<file path="config.mk">
export PLATFORM = sky130hd
export DESIGN_NAME = clk_ctrl
export DESIGN_NICKNAME = d
export VERILOG_FILES = /design/src/shared/clk_ctrl_pkg.sv /design/src/design/ring_divider.sv /design/src/design/stab_counter.sv /design/src/design/clk_ctrl.sv
export SDC_FILE = /design/constraint.sdc
export NUM_CORES = 1
export LEC_CHECK = 0
export ABC_AREA = 1
export ABC_CLOCK_PERIOD_IN_PS = 3700
export BUFFER_PORTS_ARGS = -buffer_cell sky130_fd_sc_hd__buf_2
export CAP_MARGIN = 25
export CORE_UTILIZATION = 40
export CTS_CLUSTER_DIAMETER = 30
export CTS_CLUSTER_SIZE = 12
export DETAILED_ROUTE_END_ITERATION = 6
export GPL_TIMING_DRIVEN = 0
export PLACE_DENSITY = 0.74
export SYNTH_ARGS = -nofsm -noshare
export SYNTH_HDL_FRONTEND = slang
export SYNTH_SLANG_ARGS = --single-unit
</file>
<file path="constraint.sdc">
create_clock -name i_mclk -period 3.7 [get_ports i_mclk]
set_clock_uncertainty 0.1 [all_clocks]
set_input_delay 0.185 -clock i_mclk [delete_from_list [all_inputs] [get_ports i_mclk]]
set_output_delay 0.185 -clock i_mclk [all_outputs]
set_load 0.01 [all_outputs]
</file>
<file path="src/shared/clk_ctrl_pkg.sv">
`default_nettype none
package clk_ctrl_pkg;
    // register byte addresses
    localparam logic [7:0] ADDR_MODE = 8'h00;
    localparam logic [7:0] ADDR_OSC  = 8'h04;
    localparam logic [7:0] ADDR_TSEL = 8'h08;
    localparam logic [7:0] ADDR_STAB = 8'h0c;
    localparam logic [7:0] ADDR_IRQ  = 8'h10;
    localparam logic [7:0] ADDR_MASK = 8'h14;
    // field positions
    localparam int MODE_SEL_BIT    = 0;
    localparam int MODE_STATUS_BIT = 1;
    localparam int OSC_STOP_BIT    = 0;
    localparam int IRQ_STAB_BIT    = 0;
    localparam int IRQ_SWITCH_BIT  = 1;
    localparam int NUM_IRQ         = 2;
    // widths and reset values
    localparam int         NUM_STAB       = 5;
    localparam int         TSEL_W         = 3;
    localparam logic [2:0] TSEL_RESET     = 3'h4;
    localparam logic       MODE_SEL_RESET = 1'b0;
    localparam logic       OSC_STOP_RESET = 1'b0;
    // ring oscillator rate is a plain default, peripheral clock nominal
    localparam int RING_KHZ      = 480;
    localparam int PERIPH_KHZ    = 240;
    localparam int RING_DIV      = RING_KHZ / PERIPH_KHZ;
    localparam int STAB_LOG_BASE = 11;
    localparam int STAB_CNT_W    = 24;

    typedef enum logic [1:0] {
        ST_IDLE     = 2'b00,
        ST_WAIT_OSC = 2'b01,
        ST_COUNT    = 2'b11,
        ST_DONE     = 2'b10
    } stab_state_t;

    typedef struct packed {
        logic crystal;
        logic ring;
        logic osc_ok;
    } pin_sync_t;

    typedef struct packed {
        logic clk_switch;
        logic stab_done;
    } clk_event_t;

    function automatic logic [STAB_CNT_W-1:0] stab_threshold(input int log_base, input int idx);
        stab_threshold = STAB_CNT_W'(1) << (log_base + idx);
    endfunction
endpackage
`default_nettype wire

</file>
<file path="src/design/ring_divider.sv">
`timescale 1ns/1ps
`default_nettype none
module ring_divider
    import clk_ctrl_pkg::*;
#(
    parameter int DIV = RING_DIV
) (
    // clock and reset
    input  wire logic i_mclk,
    input  wire logic i_reset_n,
    // ring edges in
    input  wire logic i_edge,
    // divided tick out
    output logic      o_tick
);
    localparam int CW = $clog2(DIV + 1);
    localparam logic [CW-1:0] LAST = CW'(DIV - 1);

    logic [CW-1:0] cnt_reg;

    always_ff @(posedge i_mclk) begin
        if (!i_reset_n) begin
            cnt_reg <= '0;
        end else if (i_edge) begin
            cnt_reg <= (cnt_reg == LAST) ? '0 : cnt_reg + CW'(1);
        end
    end

    always_ff @(posedge i_mclk) begin
        if (!i_reset_n) begin
            o_tick <= 1'b0;
        end else begin
            o_tick <= i_edge && (cnt_reg == LAST);
        end
    end
endmodule // ring_divider
`default_nettype wire

</file>
<file path="src/design/stab_counter.sv">
`timescale 1ns/1ps
`default_nettype none
module stab_counter
    import clk_ctrl_pkg::*;
#(
    parameter int LOG_BASE = STAB_LOG_BASE
) (
    // clock and reset
    input  wire logic                i_mclk,
    input  wire logic                i_reset_n,
    // stop mode control
    input  wire logic                i_stop_enter,
    input  wire logic                i_stop_release,
    input  wire logic                i_osc_ok,
    input  wire logic                i_xtal_edge,
    input  wire logic [TSEL_W-1:0]   i_tsel,
    // status
    output logic [NUM_STAB-1:0]      o_flags,
    output logic                     o_done
);
    stab_state_t           state_reg;
    logic [STAB_CNT_W-1:0] cnt_reg;
    logic [TSEL_W-1:0]     sel_reg;
    logic [STAB_CNT_W-1:0] limit;

    assign limit = stab_threshold(LOG_BASE, int'(sel_reg));

    always_ff @(posedge i_mclk) begin
        if (!i_reset_n) begin
            state_reg <= ST_WAIT_OSC;
        end else begin
            case (state_reg)
                ST_IDLE:     if (i_stop_release) state_reg <= ST_WAIT_OSC;
                // wait excludes start-up
                ST_WAIT_OSC: if (i_osc_ok) state_reg <= ST_COUNT;
                ST_COUNT:    if (cnt_reg >= limit) state_reg <= ST_DONE;
                ST_DONE:     if (i_stop_enter) state_reg <= ST_IDLE;
                default:     state_reg <= ST_IDLE;
            endcase
        end
    end

    // selection latched so a later write cannot stretch the wait
    always_ff @(posedge i_mclk) begin
        if (!i_reset_n) begin
            sel_reg <= TSEL_RESET;
        end else if (state_reg == ST_IDLE || state_reg == ST_WAIT_OSC) begin
            sel_reg <= (i_tsel >= TSEL_W'(NUM_STAB)) ? TSEL_W'(NUM_STAB - 1) : i_tsel;
        end
    end

    always_ff @(posedge i_mclk) begin
        if (!i_reset_n || state_reg == ST_IDLE || state_reg == ST_WAIT_OSC) begin
            cnt_reg <= '0;
        // count stops at selection
        end else if (state_reg == ST_COUNT && i_xtal_edge && cnt_reg < limit) begin
            cnt_reg <= cnt_reg + STAB_CNT_W'(1);
        end
    end

    // flags set in order, stay set
    always_ff @(posedge i_mclk) begin
        if (!i_reset_n || state_reg == ST_IDLE) begin
            o_flags <= '0;
        end else begin
            for (int i = 0; i < NUM_STAB; i++) begin
                if (cnt_reg >= stab_threshold(LOG_BASE, i) && TSEL_W'(i) <= sel_reg) begin
                    o_flags[i] <= 1'b1;
                end
            end
        end
    end

    always_ff @(posedge i_mclk) begin
        if (!i_reset_n) begin
            o_done <= 1'b0;
        end else begin
            o_done <= (state_reg == ST_COUNT) && (cnt_reg >= limit);
        end
    end

    // flags never clear while counting
    flags_sticky_a: assert property (@(posedge i_mclk) disable iff (!i_reset_n)
        (state_reg != ST_IDLE && $past(state_reg) != ST_IDLE) |-> ((o_flags & $past(o_flags)) == $past(o_flags)))
        else $error("stabilization flag dropped");
    // lower flag always set first
    flags_order_a: assert property (@(posedge i_mclk) disable iff (!i_reset_n)
        ((o_flags & (o_flags + NUM_STAB'(1))) == '0))
        else $error("stabilization flags out of order");
    // nothing beyond selection
    sel_limit_a: assert property (@(posedge i_mclk) disable iff (!i_reset_n)
        (cnt_reg <= limit) && ((o_flags >> (int'(sel_reg) + 1)) == '0))
        else $error("count past selected time");
    // no count before oscillation
    osc_first_a: assert property (@(posedge i_mclk) disable iff (!i_reset_n)
        (state_reg == ST_WAIT_OSC) |=> (cnt_reg == '0))
        else $error("counted before oscillation");
    stab_done_c: cover property (@(posedge i_mclk) disable iff (!i_reset_n) o_done);
endmodule // stab_counter
`default_nettype wire

</file>
<file path="src/design/clk_ctrl.sv">
// Decided for this implementation: the APB register port and the placing of the registers.
`timescale 1ns/1ps
`default_nettype none
// Functional notes
// ring selected: peripherals get divided ring clock
// software halts peripherals before ring switch
// only listed peripherals used on ring
// software checks select status zero before stop
// status bits set in order, stay set
// counter stops at selected stabilization time
// software selects time no shorter than wanted
// wait counted only after oscillation begins
module clk_ctrl
    import clk_ctrl_pkg::*;
#(
    parameter int LOG_BASE = STAB_LOG_BASE,
    parameter int DIV      = RING_DIV
) (
    // clock and reset
    input  wire logic                i_mclk,
    input  wire logic                i_reset_n,
    // apb slave
    input  wire logic                i_psel,
    input  wire logic                i_penable,
    input  wire logic                i_pwrite,
    input  wire logic [7:0]          i_paddr,
    input  wire logic [31:0]         i_pwdata,
    output logic [31:0]              o_prdata,
    output logic                     o_pready,
    output logic                     o_pslverr,
    // oscillator pins
    input  wire logic                i_crystal_clock_input,
    input  wire logic                i_internal_ring_oscillator,
    input  wire logic                i_osc_running,
    // stop mode from the cpu core
    input  wire logic                i_stop_enter,
    input  wire logic                i_stop_release,
    // clock outputs
    output logic                     o_cpu_on_crystal,
    output logic                     o_peripheral_base_clock,
    output logic                     o_main_osc_stop,
    output logic [NUM_STAB-1:0]      o_stab_flags,
    // interrupt
    output logic                     o_irq
);
    pin_sync_t             meta_reg;
    pin_sync_t             sync_reg;
    pin_sync_t             prev_reg;
    logic                  xtal_edge;
    logic                  ring_edge;
    logic                  ring_tick;
    logic                  main_clock_mode_reg;
    logic                  main_clock_select_status;
    logic                  main_osc_control_reg;
    logic [TSEL_W-1:0]     stabilization_time_select;
    logic [NUM_STAB-1:0]   stabilization_status_reg;
    logic                  stab_done;
    logic [NUM_IRQ-1:0]    irq_status_reg;
    logic [NUM_IRQ-1:0]    irq_mask_reg;
    clk_event_t            events;
    logic                  setup;
    logic                  wr_access;
    logic                  mapped;
    logic                  select_next;
    logic [31:0]           rd_word;
    localparam int               GAP_W    = $clog2(DIV + 1);
    localparam logic [GAP_W-1:0] GAP_FULL = GAP_W'(DIV);
    logic [GAP_W-1:0]      ring_gap_reg;

    // pin synchronisers; edges only from the second stage
    always_ff @(posedge i_mclk) begin
        if (!i_reset_n) begin
            meta_reg <= '0;
            sync_reg <= '0;
            prev_reg <= '0;
        end else begin
            meta_reg <= '{i_crystal_clock_input, i_internal_ring_oscillator, i_osc_running};
            sync_reg <= meta_reg;
            prev_reg <= sync_reg;
        end
    end

    // crystal must be well below mclk/2 to be seen edge by edge
    assign xtal_edge = sync_reg.crystal & ~prev_reg.crystal;
    assign ring_edge = sync_reg.ring & ~prev_reg.ring;

    ring_divider #(
        .DIV (DIV)
    ) u_ring_div (
        .i_mclk    (i_mclk),
        .i_reset_n (i_reset_n),
        .i_edge    (ring_edge),
        .o_tick    (ring_tick)
    );

    // ring edges since the last divided tick, kept apart from the divider for the ratio check
    always_ff @(posedge i_mclk) begin
        if (!i_reset_n) begin
            ring_gap_reg <= '0;
        end else if (ring_tick) begin
            ring_gap_reg <= ring_edge ? GAP_W'(1) : '0;
        end else if (ring_edge) begin
            ring_gap_reg <= ring_gap_reg + GAP_W'(1);
        end
    end

    stab_counter #(
        .LOG_BASE (LOG_BASE)
    ) u_stab (
        .i_mclk         (i_mclk),
        .i_reset_n      (i_reset_n),
        .i_stop_enter   (i_stop_enter),
        .i_stop_release (i_stop_release),
        .i_osc_ok       (sync_reg.osc_ok && !main_osc_control_reg),
        .i_xtal_edge    (xtal_edge),
        .i_tsel         (stabilization_time_select),
        .o_flags        (stabilization_status_reg),
        .o_done         (stab_done)
    );

    // apb decode, zero wait states
    assign setup     = i_psel & ~i_penable;
    assign wr_access = i_psel & i_penable & i_pwrite & ~o_pslverr;
    assign o_pready  = 1'b1;

    always_comb begin
        case (i_paddr)
            ADDR_MODE, ADDR_OSC, ADDR_TSEL,
            ADDR_STAB, ADDR_IRQ, ADDR_MASK: mapped = 1'b1;
            default:                         mapped = 1'b0;
        endcase
    end

    assign o_pslverr = i_psel & i_penable & ~mapped;

    always_comb begin
        rd_word = '0;
        case (i_paddr)
            ADDR_MODE: begin
                rd_word[MODE_SEL_BIT]    = main_clock_mode_reg;
                rd_word[MODE_STATUS_BIT] = main_clock_select_status;
            end
            ADDR_OSC:  rd_word[OSC_STOP_BIT]       = main_osc_control_reg;
            ADDR_TSEL: rd_word[TSEL_W-1:0]         = stabilization_time_select;
            ADDR_STAB: rd_word[NUM_STAB-1:0]       = stabilization_status_reg;
            ADDR_IRQ:  rd_word[NUM_IRQ-1:0]        = irq_status_reg;
            ADDR_MASK: rd_word[NUM_IRQ-1:0]        = irq_mask_reg;
            default:   rd_word = '0;
        endcase
    end

    // read data caught in setup so it comes from a flop
    always_ff @(posedge i_mclk) begin
        if (!i_reset_n) begin
            o_prdata <= '0;
        end else if (setup && !i_pwrite) begin
            o_prdata <= rd_word;
        end
    end

    // software clock select request
    always_ff @(posedge i_mclk) begin
        if (!i_reset_n) begin
            main_clock_mode_reg <= MODE_SEL_RESET;
        end else if (wr_access && i_paddr == ADDR_MODE) begin
            main_clock_mode_reg <= i_pwdata[MODE_SEL_BIT];
        end
    end

    // crystal only taken once stabilization flag 0 is set and the stop bit is clear
    assign select_next = main_clock_mode_reg && stab_done_seen() && !main_osc_control_reg;

    function automatic logic stab_done_seen();
        stab_done_seen = stabilization_status_reg[0];
    endfunction

    always_ff @(posedge i_mclk) begin
        if (!i_reset_n) begin
            main_clock_select_status <= 1'b0;
        end else begin
            main_clock_select_status <= select_next;
        end
    end

    // stop request ignored while the cpu still runs on the crystal
    always_ff @(posedge i_mclk) begin
        if (!i_reset_n) begin
            main_osc_control_reg <= OSC_STOP_RESET;
        end else if (wr_access && i_paddr == ADDR_OSC) begin
            main_osc_control_reg <= i_pwdata[OSC_STOP_BIT] & ~main_clock_select_status;
        end
    end

    always_ff @(posedge i_mclk) begin
        if (!i_reset_n) begin
            stabilization_time_select <= TSEL_RESET;
        end else if (wr_access && i_paddr == ADDR_TSEL) begin
            stabilization_time_select <= i_pwdata[TSEL_W-1:0];
        end
    end

    // peripheral clock source
    always_ff @(posedge i_mclk) begin
        if (!i_reset_n) begin
            o_peripheral_base_clock <= 1'b0;
        end else begin
            o_peripheral_base_clock <= main_clock_select_status ? xtal_edge : ring_tick;
        end
    end

    assign o_cpu_on_crystal = main_clock_select_status;
    assign o_main_osc_stop  = main_osc_control_reg;
    assign o_stab_flags     = stabilization_status_reg;

    // interrupt events
    assign events.stab_done  = stab_done;
    assign events.clk_switch = main_clock_select_status ^ select_next;

    // set wins over a write-one clear in the same cycle
    always_ff @(posedge i_mclk) begin
        if (!i_reset_n) begin
            irq_status_reg <= '0;
        end else begin
            irq_status_reg <= (irq_status_reg
                               & ~((wr_access && i_paddr == ADDR_IRQ) ? i_pwdata[NUM_IRQ-1:0] : '0))
                              | events;
        end
    end

    always_ff @(posedge i_mclk) begin
        if (!i_reset_n) begin
            irq_mask_reg <= '0;
        end else if (wr_access && i_paddr == ADDR_MASK) begin
            irq_mask_reg <= i_pwdata[NUM_IRQ-1:0];
        end
    end

    assign o_irq = |(irq_status_reg & irq_mask_reg);

    // ring mode ticks come from divider
    ring_tick_a: assert property (@(posedge i_mclk) disable iff (!i_reset_n)
        (!main_clock_select_status && ring_tick) |=> o_peripheral_base_clock)
        else $error("ring tick not passed to peripherals");
    // no crystal ticks while on ring
    ring_only_a: assert property (@(posedge i_mclk) disable iff (!i_reset_n)
        ($past(!main_clock_select_status) && o_peripheral_base_clock) |-> $past(ring_tick))
        else $error("peripheral tick without ring tick");
    // crystal selection only after stable start
    xtal_ready_a: assert property (@(posedge i_mclk) disable iff (!i_reset_n)
        $rose(main_clock_select_status) |-> $past(stabilization_status_reg[0]))
        else $error("crystal selected before stable");
    irq_sticky_a: assert property (@(posedge i_mclk) disable iff (!i_reset_n)
        events.stab_done |=> irq_status_reg[IRQ_STAB_BIT])
        else $error("stabilization event lost");
    // ring divided by the set ratio
    ring_ratio_a: assert property (@(posedge i_mclk) disable iff (!i_reset_n)
        ring_tick |-> (ring_gap_reg == GAP_FULL))
        else $error("ring divide ratio wrong");
    // stop bit taken only while on the ring
    stop_write_a: assert property (@(posedge i_mclk) disable iff (!i_reset_n)
        (wr_access && i_paddr == ADDR_OSC && !main_clock_select_status)
        |=> (main_osc_control_reg == $past(i_pwdata[OSC_STOP_BIT])))
        else $error("stop bit write lost");
    stop_refused_a: assert property (@(posedge i_mclk) disable iff (!i_reset_n)
        (wr_access && i_paddr == ADDR_OSC && main_clock_select_status) |=> !main_osc_control_reg)
        else $error("stop bit taken on crystal");
    // crystal released once any condition fails
    select_drop_a: assert property (@(posedge i_mclk) disable iff (!i_reset_n)
        (!main_clock_mode_reg || main_osc_control_reg || !stabilization_status_reg[0])
        |=> !main_clock_select_status)
        else $error("crystal kept after condition lost");
    // register writes land at the access edge
    mode_write_a: assert property (@(posedge i_mclk) disable iff (!i_reset_n)
        (wr_access && i_paddr == ADDR_MODE) |=> (main_clock_mode_reg == $past(i_pwdata[MODE_SEL_BIT])))
        else $error("mode write lost");
    tsel_write_a: assert property (@(posedge i_mclk) disable iff (!i_reset_n)
        (wr_access && i_paddr == ADDR_TSEL) |=> (stabilization_time_select == $past(i_pwdata[TSEL_W-1:0])))
        else $error("time select write lost");
    mask_write_a: assert property (@(posedge i_mclk) disable iff (!i_reset_n)
        (wr_access && i_paddr == ADDR_MASK) |=> (irq_mask_reg == $past(i_pwdata[NUM_IRQ-1:0])))
        else $error("mask write lost");
    // unmapped writes leave the mode, stop, time select and mask registers alone
    unmapped_write_a: assert property (@(posedge i_mclk) disable iff (!i_reset_n)
        (i_psel && i_penable && i_pwrite && !mapped)
        |=> ($stable(main_clock_mode_reg) && $stable(main_osc_control_reg)
             && $stable(stabilization_time_select) && $stable(irq_mask_reg)))
        else $error("unmapped write changed a register");
    // read word captured in setup
    read_capture_a: assert property (@(posedge i_mclk) disable iff (!i_reset_n)
        (i_psel && !i_penable && !i_pwrite) |=> (o_prdata == $past(rd_word)))
        else $error("read data not captured");
    // write-one clear and switch event
    irq_clear_a: assert property (@(posedge i_mclk) disable iff (!i_reset_n)
        (wr_access && i_paddr == ADDR_IRQ && i_pwdata[IRQ_STAB_BIT] && !events.stab_done)
        |=> !irq_status_reg[IRQ_STAB_BIT])
        else $error("stabilization status not cleared");
    switch_event_a: assert property (@(posedge i_mclk) disable iff (!i_reset_n)
        events.clk_switch |=> irq_status_reg[IRQ_SWITCH_BIT])
        else $error("switch event lost");

    switch_c:  cover property (@(posedge i_mclk) disable iff (!i_reset_n) $rose(main_clock_select_status));
    back_c:    cover property (@(posedge i_mclk) disable iff (!i_reset_n) $fell(main_clock_select_status));
    irq_c:     cover property (@(posedge i_mclk) disable iff (!i_reset_n) o_irq);
    stop_c:    cover property (@(posedge i_mclk) disable iff (!i_reset_n) $rose(main_osc_control_reg));
endmodule // clk_ctrl
`default_nettype wire

</file>
**Word level (Yosys, flattened, before mapping)**

Index checks and enable logic that the tools add are counted.

- Add/sub/neg operators: 3
- Order comparisons: 13
- Eq/ne operators: 13
- Shift-type cells: 1
- Mux-type cells: 14
- Bitwise operators: 19
- Reductions and logical operators: 29

Operators with widths:

| operator | number |
|---|---|
| 1-bit by 32-bit left shift with 24-bit output, first input constant | 1 |
| 24-bit by 1-bit adder with 24-bit output, second input constant | 1 |
| 24-bit by 12-bit greater-or-equal comparator with 1-bit output, second input constant | 1 |
| 24-bit by 13-bit greater-or-equal comparator with 1-bit output, second input constant | 1 |
| 24-bit by 14-bit greater-or-equal comparator with 1-bit output, second input constant | 1 |
| 24-bit by 15-bit greater-or-equal comparator with 1-bit output, second input constant | 1 |
| 24-bit by 16-bit greater-or-equal comparator with 1-bit output, second input constant | 1 |
| 24-bit greater-or-equal comparator | 1 |
| 24-bit less-than comparator | 1 |
| 1-bit logical AND | 18 |
| 8-bit by 4-bit equality test with 1-bit output, second input constant | 2 |
| 8-bit by 5-bit equality test with 1-bit output, second input constant | 2 |
| 2-bit two-way mux | 7 |
| 1-bit AND | 8 |
| 8-bit by 3-bit equality test with 1-bit output, second input constant | 1 |
| 8-bit zero test | 1 |
| 2-bit case mux with 4 select lines | 1 |
| 1-bit by 3-bit <= comparator with 1-bit output, first input constant | 2 |
| 2-bit by 3-bit <= comparator with 1-bit output, first input constant | 2 |
| 2-bit != test, second input constant | 3 |
| 1-bit NOT | 6 |
| 1-bit case mux with 6 select lines | 1 |
| 6-bit OR reduction | 1 |
| 4-bit by 3-bit adder with 5-bit output, first input constant | 1 |
| other kinds (19) | 27 |

- Register bits: 62
- Input bits: 50
- Output and inout bits: 43
- Word-level logic and storage cells: 119

**Depth between registers and ports, before layout**

Gate-level depths: netlist of run 1.

- Word-level depth: 12
- Gate-level depth with buffers: 18
- Mapped depth without buffers: 17

**Modules after synthesis**

From an unflattened synthesis of run 1, not the netlist that was laid out.

- Cell total of the unflattened synthesis: 575
- Area total of the unflattened synthesis: 3,824.9 µm²

By module, submodules not included:

| module | instances | cells an instance | area each (µm²) | seq. area each (µm²) |
|---|---|---|---|---|
| stab_counter | 1 | 365 | 2,342.2 | 700.7 |
| clk_ctrl | 1 | 199 | 1,387.6 | 480.5 |
| ring_divider | 1 | 11 | 95.1 | 60.1 |

**Least setup slack after synthesis of run 1**

Ideal clock, no wire load.

- Path kind: reg-to-reg
- Start: register u_stab.sel_reg[0]
- End: register u_stab.cnt_reg[10]
- Library setup time: 70 ps
- Arrival: 2,577 ps
- Data required time: 3,530 ps
- Slack: 953 ps
- Stages on the path, launching flop included: 15
- Path buffers: 1
- Period minus slack after synthesis: 2,747 ps
- Cell sequence: dfxtp_1 nor2_1 inv_1 ha_1 inv_1 nor2_1 nand4_1 ha_1 nand4_1 nor4_2 nand2_4 nand3_2 buf_4 nand2_1 a21oi_1

- Cells in the longest elaborated chain, start to end: 4

RTL lines:

| element | line | RTL |
|---|---|---|
| from (decl) | stab_counter.sv:23 | `logic [TSEL_W-1:0] sel_reg;` |
| from (signal assigned) | stab_counter.sv:48 | `sel_reg <= (i_tsel >= TSEL_W'(NUM_STAB)) ? TSEL_W'(NUM_STAB - 1) : i_tsel;` |
| 4-bit by 3-bit adder with 5-bit output | clk_ctrl_pkg.sv:49 | `stab_threshold = STAB_CNT_W'(1) << (log_base + idx);` |
| 1-bit by 32-bit left shift with 24-bit output | clk_ctrl_pkg.sv:49 |  |
| 24-bit less-than comparator | stab_counter.sv:56 | `end else if (state_reg == ST_COUNT && i_xtal_edge && cnt_reg < limit) begin` |
| 1-bit logical AND | stab_counter.sv:56 |  |
| to (signal assigned) | stab_counter.sv:57 | `cnt_reg <= cnt_reg + STAB_CNT_W'(1);` |
| to (decl) | stab_counter.sv:22 | `logic [STAB_CNT_W-1:0] cnt_reg;` |

No other way between the ends.
A chain may end at the register's enable or synchronous reset.

**Worst setup path after layout of run 1**

- Start: register u_stab.sel_reg[0]
- End: register u_stab.cnt_reg[0]

Same word-level chain as after synthesis.

==> metrics.yaml, run 1 <==
synthesis:
  synth.avg_cell_area_um2: 7.05
  synth.top_cell.area_share_pct: 32.2
  yosys.area.top_type: "dfxtp_1"
  synth_area_leaders: "dfxtp_1, nand2_1, inv_1, ha_1, nand4_1"
  synthCells: 547
  yosysSeqAreaShare_pct: 32.2
  syn-cell-area_mm2: 0.00386
  ys_warn_count: 0
  ys_seq_elements: 62
  ys_types: 38
grt:
  grt.overflow.total: 0
  grt_start_max_net_pins: 13
  grt_pass1_wl_um: 15000
  grt_usage_pct: 18.9
  antenna_found_initial: 0
  grt_pass1_vias: 3332
floorplan:
  start_util_pct: 41.5
  io_pins: 93
  die_x_um: 100
  die_area_mm2: 0.0100
  coreArea_mm2: 0.00928
  die_h_um: 100
  rows: 35
cts:
  clk_pin_slew_worst_paths_ns: 0.08
  clk_latency_ns: 0.35
  cts.path.max_buffers: 2
  cts_tree: "yes"
  numClockSinks: 62
  hold_buffers: 3
  htreeDepth: 3
  cts-buffers-inserted: 9
  post_cts_buffers: 0
  clockRootBuffer: "clkbuf_8"
  cts_resized: 0
critical_path:
  cp_top_family: "simple AND/OR/NAND/NOR gates"
  crit_slowest_cell: "nor3_1"
  end_kind: "register"
  critPathArrivalTime_ns: 3.49
  cp_cell_sequence: "nor2_1 > inv_1 > ha_1 > nor3_1 > nand2_1 > ha_1 > a21oi_1 > o21ai_0 > nand2_1 > nand3_1 > a21oi_2 > buf_2 > nand4_1 > a21oi_1"
  crit_path_start: "u_stab.sel_reg[0]$_SDFFE_PN0P_"
  crit_buf_inv: 2
  critPathMaxStageDelay_ns: 0.40
  criticalPathCategory: "reg2reg"
  critPathRequiredTime_ns: 3.87
  r2r_start: "u_stab.sel_reg[0]$_SDFFE_PN0P_"
  cp_max_fo: 10
  cp-start-kind: "register"
power:
  static-leakage-power_uw: 0.00213
  powerDensity_mw_per_mm2: 359
  ir_drop_mv: 0.209
timing:
  max_slew.worst_pin.slew_ns: 0.576
  fmax_ghz: 0.301
  slew_viol_final: 0
  setup_violations: 0
  fin_tns_setup_ns: 0
  slew_headroom_pct: 61.3
  whs_ns: 0.0215
  fin_crit_ns: 3.32
  fin_crit_sh_pct: 89.8
  report.final.hold_viol_count: 0
  rsz0062_at_grt: "no"
final_layout:
  final_layout_size_suffix_gt1_share_pct: 17.5
  n_antenna_cell: 0
  layout_common_cells: "nand2_1, inv_1, dfxtp_1"
  final_nets: 696
  layout_commonest_cell: "nand2_1"
  fin_area_mm2: 0.00451
  largest_reg_flops: 24
  area_growth_pct: 16.8
run_status:
  status: "completed"
drt:
  drt_pre_antenna_iters: 5
  drt_iter0_drc: 212
  antenna_left: 0
  vias: 3689
  wl_per_cell_um: 12.0
  vias_per_cell: 4.86
  remaining_drc_errors: 0
  finalWirelength_um: 9080
flow_run:
  cap_violations: 0
placement:
  port_buffers: 35
  dpl_cell_area_mm2: 0.00430
  gp_congestion: 0.932
  dp_hpwl_um: 7120
worst_hold_path:
  hold_path.startpoint: "i_pwdata[2]"
  hold_path.class: "in2reg"
## synthesized netlist by cell type (all sizes together)
library cell / n
a211oi: 5
a21oi: 43
a221oi: 1
a22oi: 1
a31oi: 2
and2: 1
buf: 37
clkbuf: 8
conb: 2
dfxtp: 62
ha: 21
inv: 84
nand2: 105
nand3: 26
nand4: 38
nor2: 50
nor3: 13
nor3b: 1
nor4: 3
o211a: 4
o211ai: 3
o21ai: 13
o22ai: 4
o31ai: 1
or2: 1
xnor2: 3
xor2: 15
## routing by layer
metal | GRT usage [%] | routed length (um) | vias up
li1 | - | - | 1896
met1 | 23.9 | 4090 | 1653
met2 | 31.9 | 4360 | 124
met3 | 3.06 | 472 | 16
met4 | 7.80 | 163 | 0
met5 | 0 | 0 | -
## worst register-to-register path, cell delays in order, from the launching register on
cell and delay, ns:
dfxtp_1 0.37, nor2_1 0.26, inv_1 0.10, ha_1 0.34
nor3_1 0.40, nand2_1 0.12, ha_1 0.31, a21oi_1 0.14
o21ai_0 0.08, nand2_1 0.08, nand3_1 0.08, a21oi_2 0.28
buf_2 0.28, nand4_1 0.13, a21oi_1 0.18
## worst paths after layout
path / slack [ns] / to / cells past startpoint
max: 0.38 / u_stab.cnt_reg[0]$_SDFFE_PP0P_ / 14
min reg2reg: 0.31 / sync_reg[1]$_SDFF_PN0_ / 2
max reg2reg: 0.38 / u_stab.cnt_reg[0]$_SDFFE_PP0P_ / 14
min: 0.02 / stabilization_time_select[2]$_SDFFE_PN1P_ / 3
## cell families (layout without fill, tap and decap cells)
kind of cell    count (synthesis)  in the layout  synth area share [%]
compound gates                 77             77                  11.6
xor+xnor                       18             18                  4.09
fa+ha+maj                      21             21                  6.81
buf+inv                       129            183                  16.1
flops                          62             62                  32.2
other cells                     2             31                 0.195
simple gates                  238            238                  29.0
## layout make-up
cell class | count | area, um2
clock inverters | 7 | 50.0
clock buffers | 9 | 124
plain buffers | 45 | 307
well taps | 129 | 161
inverters | 84 | 315
flip-flops and latches | 62 | 1240
multi-input cells | 385 | 2100
fillers | 936 | 4780
repair buffers | 38 | 205
## metrics by stage
stage | std cells | setup slack (ns) | power [uW] | util (%)
2_1_floorplan | 576 | 0.953 | 1010 | -
3_3_place_gp | 740 | 0.532 | 1080 | 46.3
3_5_place_dp | 740 | 0.526 | 1090 | 46.3
4_1_cts | 759 | 0.453 | 1630 | 48.5
5_1_grt | 759 | 0.147 | 1710 | 48.5
6_report | 759 | 0.377 | 1620 | 48.5
## power breakdown
part           internal [uW]  switching, uW
registers                690           14.2
clock network            243            290
logic                    124            257
total                   1060            562
No activity file was read; power rests on OpenSTA's default activity.
==> run 2: changes to the inputs <==
Settings changed: CORE_MARGIN set to 1.5.
==> metrics.yaml, run 2 (synthesized netlist as in run 1, its figures left out) <==
drt:
  drt_iter0_drc: 256  # +21%
  finalWirelength_um: 9310  # +2.5%
  antenna_left: 0  # unchanged
  vias_per_cell: 4.88  # +0.35%
  drt_pre_antenna_iters: 4  # -1
  vias: 3702  # +0.35%
  wl_per_cell_um: 12.3  # +2.5%
  remaining_drc_errors: 0  # unchanged
grt:
  gr-usage-met3_pct: 4.00  # +0.94 points
  use_met1_pct: 24.7  # +0.85 points
  gr-usage-met2_pct: 30.3  # -1.7 points
  antenna_found_initial: 0  # unchanged
  grt.overflow.total: 0  # unchanged
  grt.busiest_layer: "met2"
  grt_start_max_net_pins: 13  # unchanged
  grt_pass1_vias: 3423  # +2.7%
  grt_usage_pct: 19.0  # +0.10 points
  grt_pass1_wl_um: 15400  # +2.3%
timing:
  report.final.hold_viol_count: 0  # unchanged
  setup_violations: 0  # unchanged
  fmax_ghz: 0.297  # -1.5%
  fin_crit_ns: 3.37  # +0.0491 ns
  slew_viol_final: 0  # unchanged
  fin_crit_sh_pct: 91.1  # +1.3 points
  rsz0062_at_grt: "no"
  max_slew.worst_pin.slew_ns: 0.562  # -0.0138 ns
  fin_tns_setup_ns: 0  # unchanged
  slew_headroom_pct: 62.4  # +1.1 points
critical_path:
  reg2regPathDepth: 14  # unchanged
  cp_max_fo: 10  # unchanged
  end_kind: "register"
  critPathArrivalTime_ns: 3.56  # +0.07 ns
  regToRegSetupSlack_ns: 0.33  # -0.05 ns
  cp-start-kind: "register"
  critPathRequiredTime_ns: 3.88  # about the same
  criticalPathCategory: "reg2reg"
  r2r_start: "u_stab.sel_reg[0]$_SDFFE_PN0P_"
  cp-endpoint: "u_stab.cnt_reg[20]$_SDFFE_PP0P_"
  r2r-end: "u_stab.cnt_reg[20]$_SDFFE_PP0P_"
  crit_path_start: "u_stab.sel_reg[0]$_SDFFE_PN0P_"
cts:
  numClockSinks: 62  # unchanged
  hold_buffers: 3  # unchanged
  clockRootBuffer: "clkbuf_8"
  cts-buffers-inserted: 9  # unchanged
  cts.path.max_buffers: 2  # unchanged
  cts_tree: "yes"
  post_cts_buffers: 0  # unchanged
  clk_latency_ns: 0.35  # about the same
  clk_pin_slew_worst_paths_ns: 0.08  # about the same
  htreeDepth: 3  # unchanged
  cts_resized: 0  # unchanged
flow_run:
  cap_violations: 0  # unchanged
power:
  ir_drop_mv: 0.153  # -27%
  powerDensity_mw_per_mm2: 374  # +4.0%
  static-leakage-power_uw: 0.00215  # +0.67%
floorplan:
  rows: 35  # unchanged
  io_pins: 93  # unchanged
  coreArea_mm2: 0.00928  # unchanged
  die_area_mm2: 0.0102  # +2.0%
  die_h_um: 101  # +1.0%
  start_util_pct: 41.5  # unchanged
  die_x_um: 101  # +1.0%
final_layout:
  largest_reg_flops: 24  # unchanged
  layout_commonest_cell: "nand2_1"
  final_layout_size_suffix_gt1_share_pct: 17.5  # unchanged
  post-route-util_pct: 48.8  # +0.24 points
  final_nets: 696  # unchanged
  seq_area_mm2: 0.00124  # unchanged
  multi_input_area_mm2: 0.00210  # unchanged
  fill_cells: 955  # +2.0%
  area_growth_pct: 17.4
  layout_common_cells: "nand2_1, inv_1, dfxtp_1"
  n_antenna_cell: 0  # unchanged
placement:
  dp_hpwl_um: 7260  # +2.0%
  gp_congestion: 0.926  # -0.73%
  port_buffers: 35  # unchanged
run_status:
  status: "completed"
worst_hold_path:
  hold_path.class: "in2reg"
==> run 2: where the power goes <==
| part | total (uW) | switching, uW | leakage, uW | internal (uW) |
|---|---|---|---|---|
| logic | 379 | 255 | 0.00155 | 124 |
| registers | 705 | 14.8 | 0.000502 | 690 |
| clock network | 609 | 296 | 0.0000960 | 313 |
| total | 1690 | 566 | 0.00215 | 1130 |
==> run 2: layer usage <==
| metal | routed length [um] | part of all wire, % |
|---|---|---|
| met3 | 551 | 5.9 |
| met1 | 4250 | 46 |
| met2 | 4290 | 46 |
| met5 | 0 | 0 |
| met4 | 216 | 2.3 |
==> run 2: final cells by class <==
class	count	area share, %
multi-input combinational	385	46.4
buffer	45	6.77
inverter	84	6.96
tap	129	3.56
clock buffer	9	2.74
clock inverter	7	1.60
sequential	62	27.4
timing repair buffer	38	4.53
==> run 2: through the flow <==
stage          hold WS, ns  area, um2  setup slack [ns]  cells  power (uW)
3_5_place_dp         0.271       4300             0.441    740        1090
4_1_cts            0.00988       4530             0.409    759        1700
6_report            0.0105       4530             0.328    759        1690
2_1_floorplan        0.183       3970             0.953    576        1010
3_3_place_gp         0.267       4300             0.491    740        1080
5_1_grt             0.0274       4530            0.0340    759        1780
==> run 2: worst min-delay path by stage <==
stage | slack [ns] | endpoint | depth (start not counted) | startpoint
6_report | 0.01 | stabilization_time_select[2]$_SDFFE_PN1P_ | 3 | i_pwdata[2]
5_1_grt | 0.03 | stabilization_time_select[2]$_SDFFE_PN1P_ | 3 | i_pwdata[2]
4_1_cts | 0.01 | stabilization_time_select[2]$_SDFFE_PN1P_ | 3 | i_pwdata[2]
3_5_place_dp | 0.27 | meta_reg[2]$_SDFF_PN0_ | 3 | i_crystal_clock_input
3_3_place_gp | 0.27 | meta_reg[1]$_SDFF_PN0_ | 3 | i_internal_ring_oscillator
2_1_floorplan | 0.18 | meta_reg[0]$_SDFF_PN0_ | 2 | i_osc_running
==> run 2: critical path, cell delays in order, from the launching register on <==
cell     delay (ns)
dfxtp_1        0.37
nor2_1         0.29
inv_1          0.11
ha_1           0.34
nor3_1         0.39
nand2_1        0.12
ha_1           0.30
a21oi_1        0.15
o21ai_0        0.09
nand2_1        0.08
nand3_1        0.08
a21oi_2        0.31
buf_2          0.29
nand4_1        0.15
a21oi_1        0.15
==> run 3: changes to the inputs <==
Settings changed: ABC_AREA 1 to not set.
==> metrics.yaml, run 3 <==
run_status:
  status: "completed"
grt:
  grt.overflow.total: 0  # unchanged
  grt_usage_pct: 18.2  # -0.78 points
  antenna_found_initial: 0  # unchanged
  grt_start_max_net_pins: 14  # +1
  grt_pass1_vias: 3049  # -11%
  grt_pass1_wl_um: 14200  # -7.7%
critical_path:
  r2r-end: "u_stab.cnt_reg[11]$_SDFFE_PP0P_"
  cp_max_fo: 10  # unchanged
  r2r_start: "u_stab.sel_reg[1]$_SDFFE_PN0P_"
  regToRegSetupSlack_ns: 0.21  # -0.12 ns
  criticalPathCategory: "reg2reg"
  critPathMaxStageDelay_ns: 0.53  # +0.14 ns
  critPathArrivalTime_ns: 3.62  # +0.06 ns
  end_kind: "register"
  cp-start-kind: "register"
  cp_cell_sequence: "nor2_1 > inv_1 > ha_1 > nor2b_1 > nor2b_1 > nand2_1 > ha_1 > nand4_1 > or4_4 > a311oi_4 > buf_12 > buf_6 > nor4_1 > mux2i_1"
  critPathRequiredTime_ns: 3.84  # -0.04 ns
  reg2regPathDepth: 14  # unchanged
  crit_path_start: "u_stab.sel_reg[1]$_SDFFE_PN0P_"
  crit_slowest_cell: "or4_4"
worst_hold_path:
  hold_path.startpoint: "i_pwdata[0]"
  whs_path_depth: 3  # unchanged
  holdPathEnd: "main_clock_mode_reg$_SDFFE_PN0P_"
  hold_path.class: "in2reg"
synthesis:
  synth.avg_cell_area_um2: 8.58  # +22%
  synthArstFlopShare_pct: 0  # unchanged
  yosys.area.top_type: "dfxtp_1"
  yosys_most_used_dff: "dfxtp_1"
  synth_enable_flop_cells: 0  # unchanged
  synth_area_leaders: "dfxtp_1, mux2i_1, ha_1, buf_4, nand2_1"
  ys_types: 55  # +45%
  ys_seq_elements: 62  # unchanged
  ys_warn_count: 0  # unchanged
  syn-cell-area_mm2: 0.00365  # -5.3%
  yosysSeqAreaShare_pct: 34.0  # +1.8 points
  synthCells: 426  # -22%
  synth.top_cell.area_share_pct: 34.0  # +1.8 points
  synth.most_common_cell: "dfxtp_1"
  ys_top_cells_by_count: "dfxtp_1, nand2_1, buf_4, mux2i_1"
drt:
  wl_per_cell_um: 13.6  # +11%
  drt_iter0_drc: 219  # -14%
  vias: 3248  # -12%
  vias_per_cell: 5.25  # +7.6%
  antenna_left: 0  # unchanged
  finalWirelength_um: 8390  # -9.9%
  remaining_drc_errors: 0  # unchanged
  drt_pre_antenna_iters: 6  # +2
power:
  pwr-share-clk_pct: 44.6  # +8.6 points
  combPwrFrac_pct: 7.7  # -15 points
  pwr-share-seq_pct: 47.7  # +6.1 points
  p_sw_uw: 377  # -33%
  static-leakage-power_uw: 0.00186  # -13%
  ir_drop_mv: 0.266  # +74%
  powerDensity_mw_per_mm2: 325  # -13%
  internal-power_uw: 1040  # -7.6%
  switching_share_pct: 26.6  # -6.9 points
timing:
  fin_ws_ns: 0.212  # -0.116 ns
  max_slew.worst_pin.slew_ns: 0.688  # +0.126 ns
  slew_viol_final: 0  # unchanged
  fin_crit_sh_pct: 94.3  # +3.1 points
  fmax_ghz: 0.287  # -3.3%
  slew_headroom_pct: 54.0  # -8.3 points
  setup_violations: 0  # unchanged
  fin_crit_ns: 3.49  # +0.116 ns
  report.final.hold_viol_count: 0  # unchanged
  whs_ns: 0.0214  # +0.0109 ns
floorplan:
  rows: 34  # -2.9%
  start_util_pct: 41.5  # -0.047 points
  io_pins: 93  # unchanged
  die_h_um: 98.6  # -2.6%
  die_area_mm2: 0.00972  # -5.1%
  coreArea_mm2: 0.00881  # -5.1%
  die_x_um: 98.6  # -2.6%
final_layout:
  n_antenna_cell: 0  # unchanged
  layout_commonest_cell: "dfxtp_1"
  post-route-util_pct: 49.6  # +0.80 points
  final_nets: 577  # -17%
  fin_area_mm2: 0.00437  # -3.6%
  area_growth_pct: 19.5
  layout_common_cells: "dfxtp_1, nand2_1, buf_2"
  largest_reg_flops: 24  # unchanged
  final_layout_size_suffix_gt1_share_pct: 19.0  # +1.5 points
  fill_cells: 824  # -14%
placement:
  post-place-ws_ns: -0.00222  # -0.443 ns
  port_buffers: 33  # -5.7%
  gp_congestion: 0.910  # -1.7%
  dp_hpwl_um: 6190  # -15%
  dpl_cell_area_mm2: 0.00406  # -5.6%
cts:
  cts_tree: "yes"
  clockRootBuffer: "clkbuf_8"
  clk_latency_ns: 0.36  # about the same
  clk_pin_slew_worst_paths_ns: 0.08  # about the same
  cts-buffers-inserted: 9  # unchanged
  htreeDepth: 3  # unchanged
  numClockSinks: 62  # unchanged
  cts.path.max_buffers: 2  # unchanged
flow_run:
  cap_violations: 0  # unchanged
[run 3: cell types whose count changed in the layout (fill, tap and decap cells not counted), moves of 14 or more]
cell	change
a21oi_1	-20
and3_1	+14
inv_1	-71
mux2i_1	+28
nand2_1	-51
nand2b_1	+19
nand4_1	-22
nor2_1	-24
nor4_1	+16
xor2_1	-15
[run 3: kinds of logic after synthesis]
group	count (synthesis)	synth area share, %
muxes	32	9.21
adders and majority gates	21	7.19
buffers and inverters	57	9.90
and+or+nand+nor	201	29.9
other	2	0.206
AOI/OAI and AO/OA	49	9.11
xor gates and xnor gates	2	0.480
DFF	62	34.0
[run 3: what timing repair did]
item | CTS | global route
pin swaps | 0 | 1
hold endpoints to repair | 6 | 0
gates resized for setup | 1 | 3
setup endpoints to repair | 1 | 21
gates cloned | 0 | 0
setup buffers | 0 | 1
hold buffers | 6 | 0
[run 3: final cells by class]
cell class / instances / area (um2) / area share [%]
clock buffers: 9 / 124 / 2.84
well taps: 108 / 135 / 3.10
flip-flops and latches: 62 / 1240 / 28.4
repair buffers: 40 / 245 / 5.62
multi-input cells: 336 / 2180 / 49.9
clock inverters: 7 / 80.1 / 1.83
plain buffers: 49 / 332 / 7.60
inverters: 8 / 30.0 / 0.688
[run 3: metal layers]
metal	vias up	GRT usage [%]	routed length [um]
met4	0	4.40	100
met2	106	32.5	4140
met5	-	0	0
met3	19	5.53	487
met1	1491	21.4	3670
li1	1632	-	-
[run 3: critical path, delay by kind of cell, from the launching register on]
kind | cells | cell delay (ns)
muxes | 1 | 0.12
AOI/OAI and AO/OA | 1 | 0.26
and+or+nand+nor | 7 | 1.46
DFF | 1 | 0.35
adders and majority gates | 2 | 0.66
buffers and inverters | 3 | 0.41
[run 3: power by group through the flow]
stage	registers [uW]	logic [uW]	clock network, uW
2_1_floorplan	692	76.6	0
3_3_place_gp	692	101	0
3_5_place_dp	692	103	0
4_1_cts	677	108	645
5_1_grt	677	121	672
6_report	677	109	632
[run 3: how the worst max path moves through the flow]
stage | to | slack [ns] | depth (start not counted)
after global routing | u_stab.cnt_reg[9]$_SDFFE_PP0P_ | -0.007 | 14
after detailed placement | u_stab.cnt_reg[1]$_SDFFE_PP0P_ | -0.002 | 10
after global placement | u_stab.cnt_reg[1]$_SDFFE_PP0P_ | 0.06 | 10
after floorplan | u_stab.cnt_reg[19]$_SDFFE_PP0P_ | 0.48 | 12
final | u_stab.cnt_reg[11]$_SDFFE_PP0P_ | 0.21 | 14
after CTS | u_stab.cnt_reg[1]$_SDFFE_PP0P_ | 0.02 | 12
[run 3: per-stage QoR]
step | TNS [ns] | power [uW] | std cells
after floorplan | 0 | 768 | 455
after global placement | 0 | 793 | 596
after detailed placement | -0.00222 | 795 | 596
after CTS | 0 | 1430 | 618
after global routing | -0.00820 | 1470 | 619
final | 0 | 1420 | 619
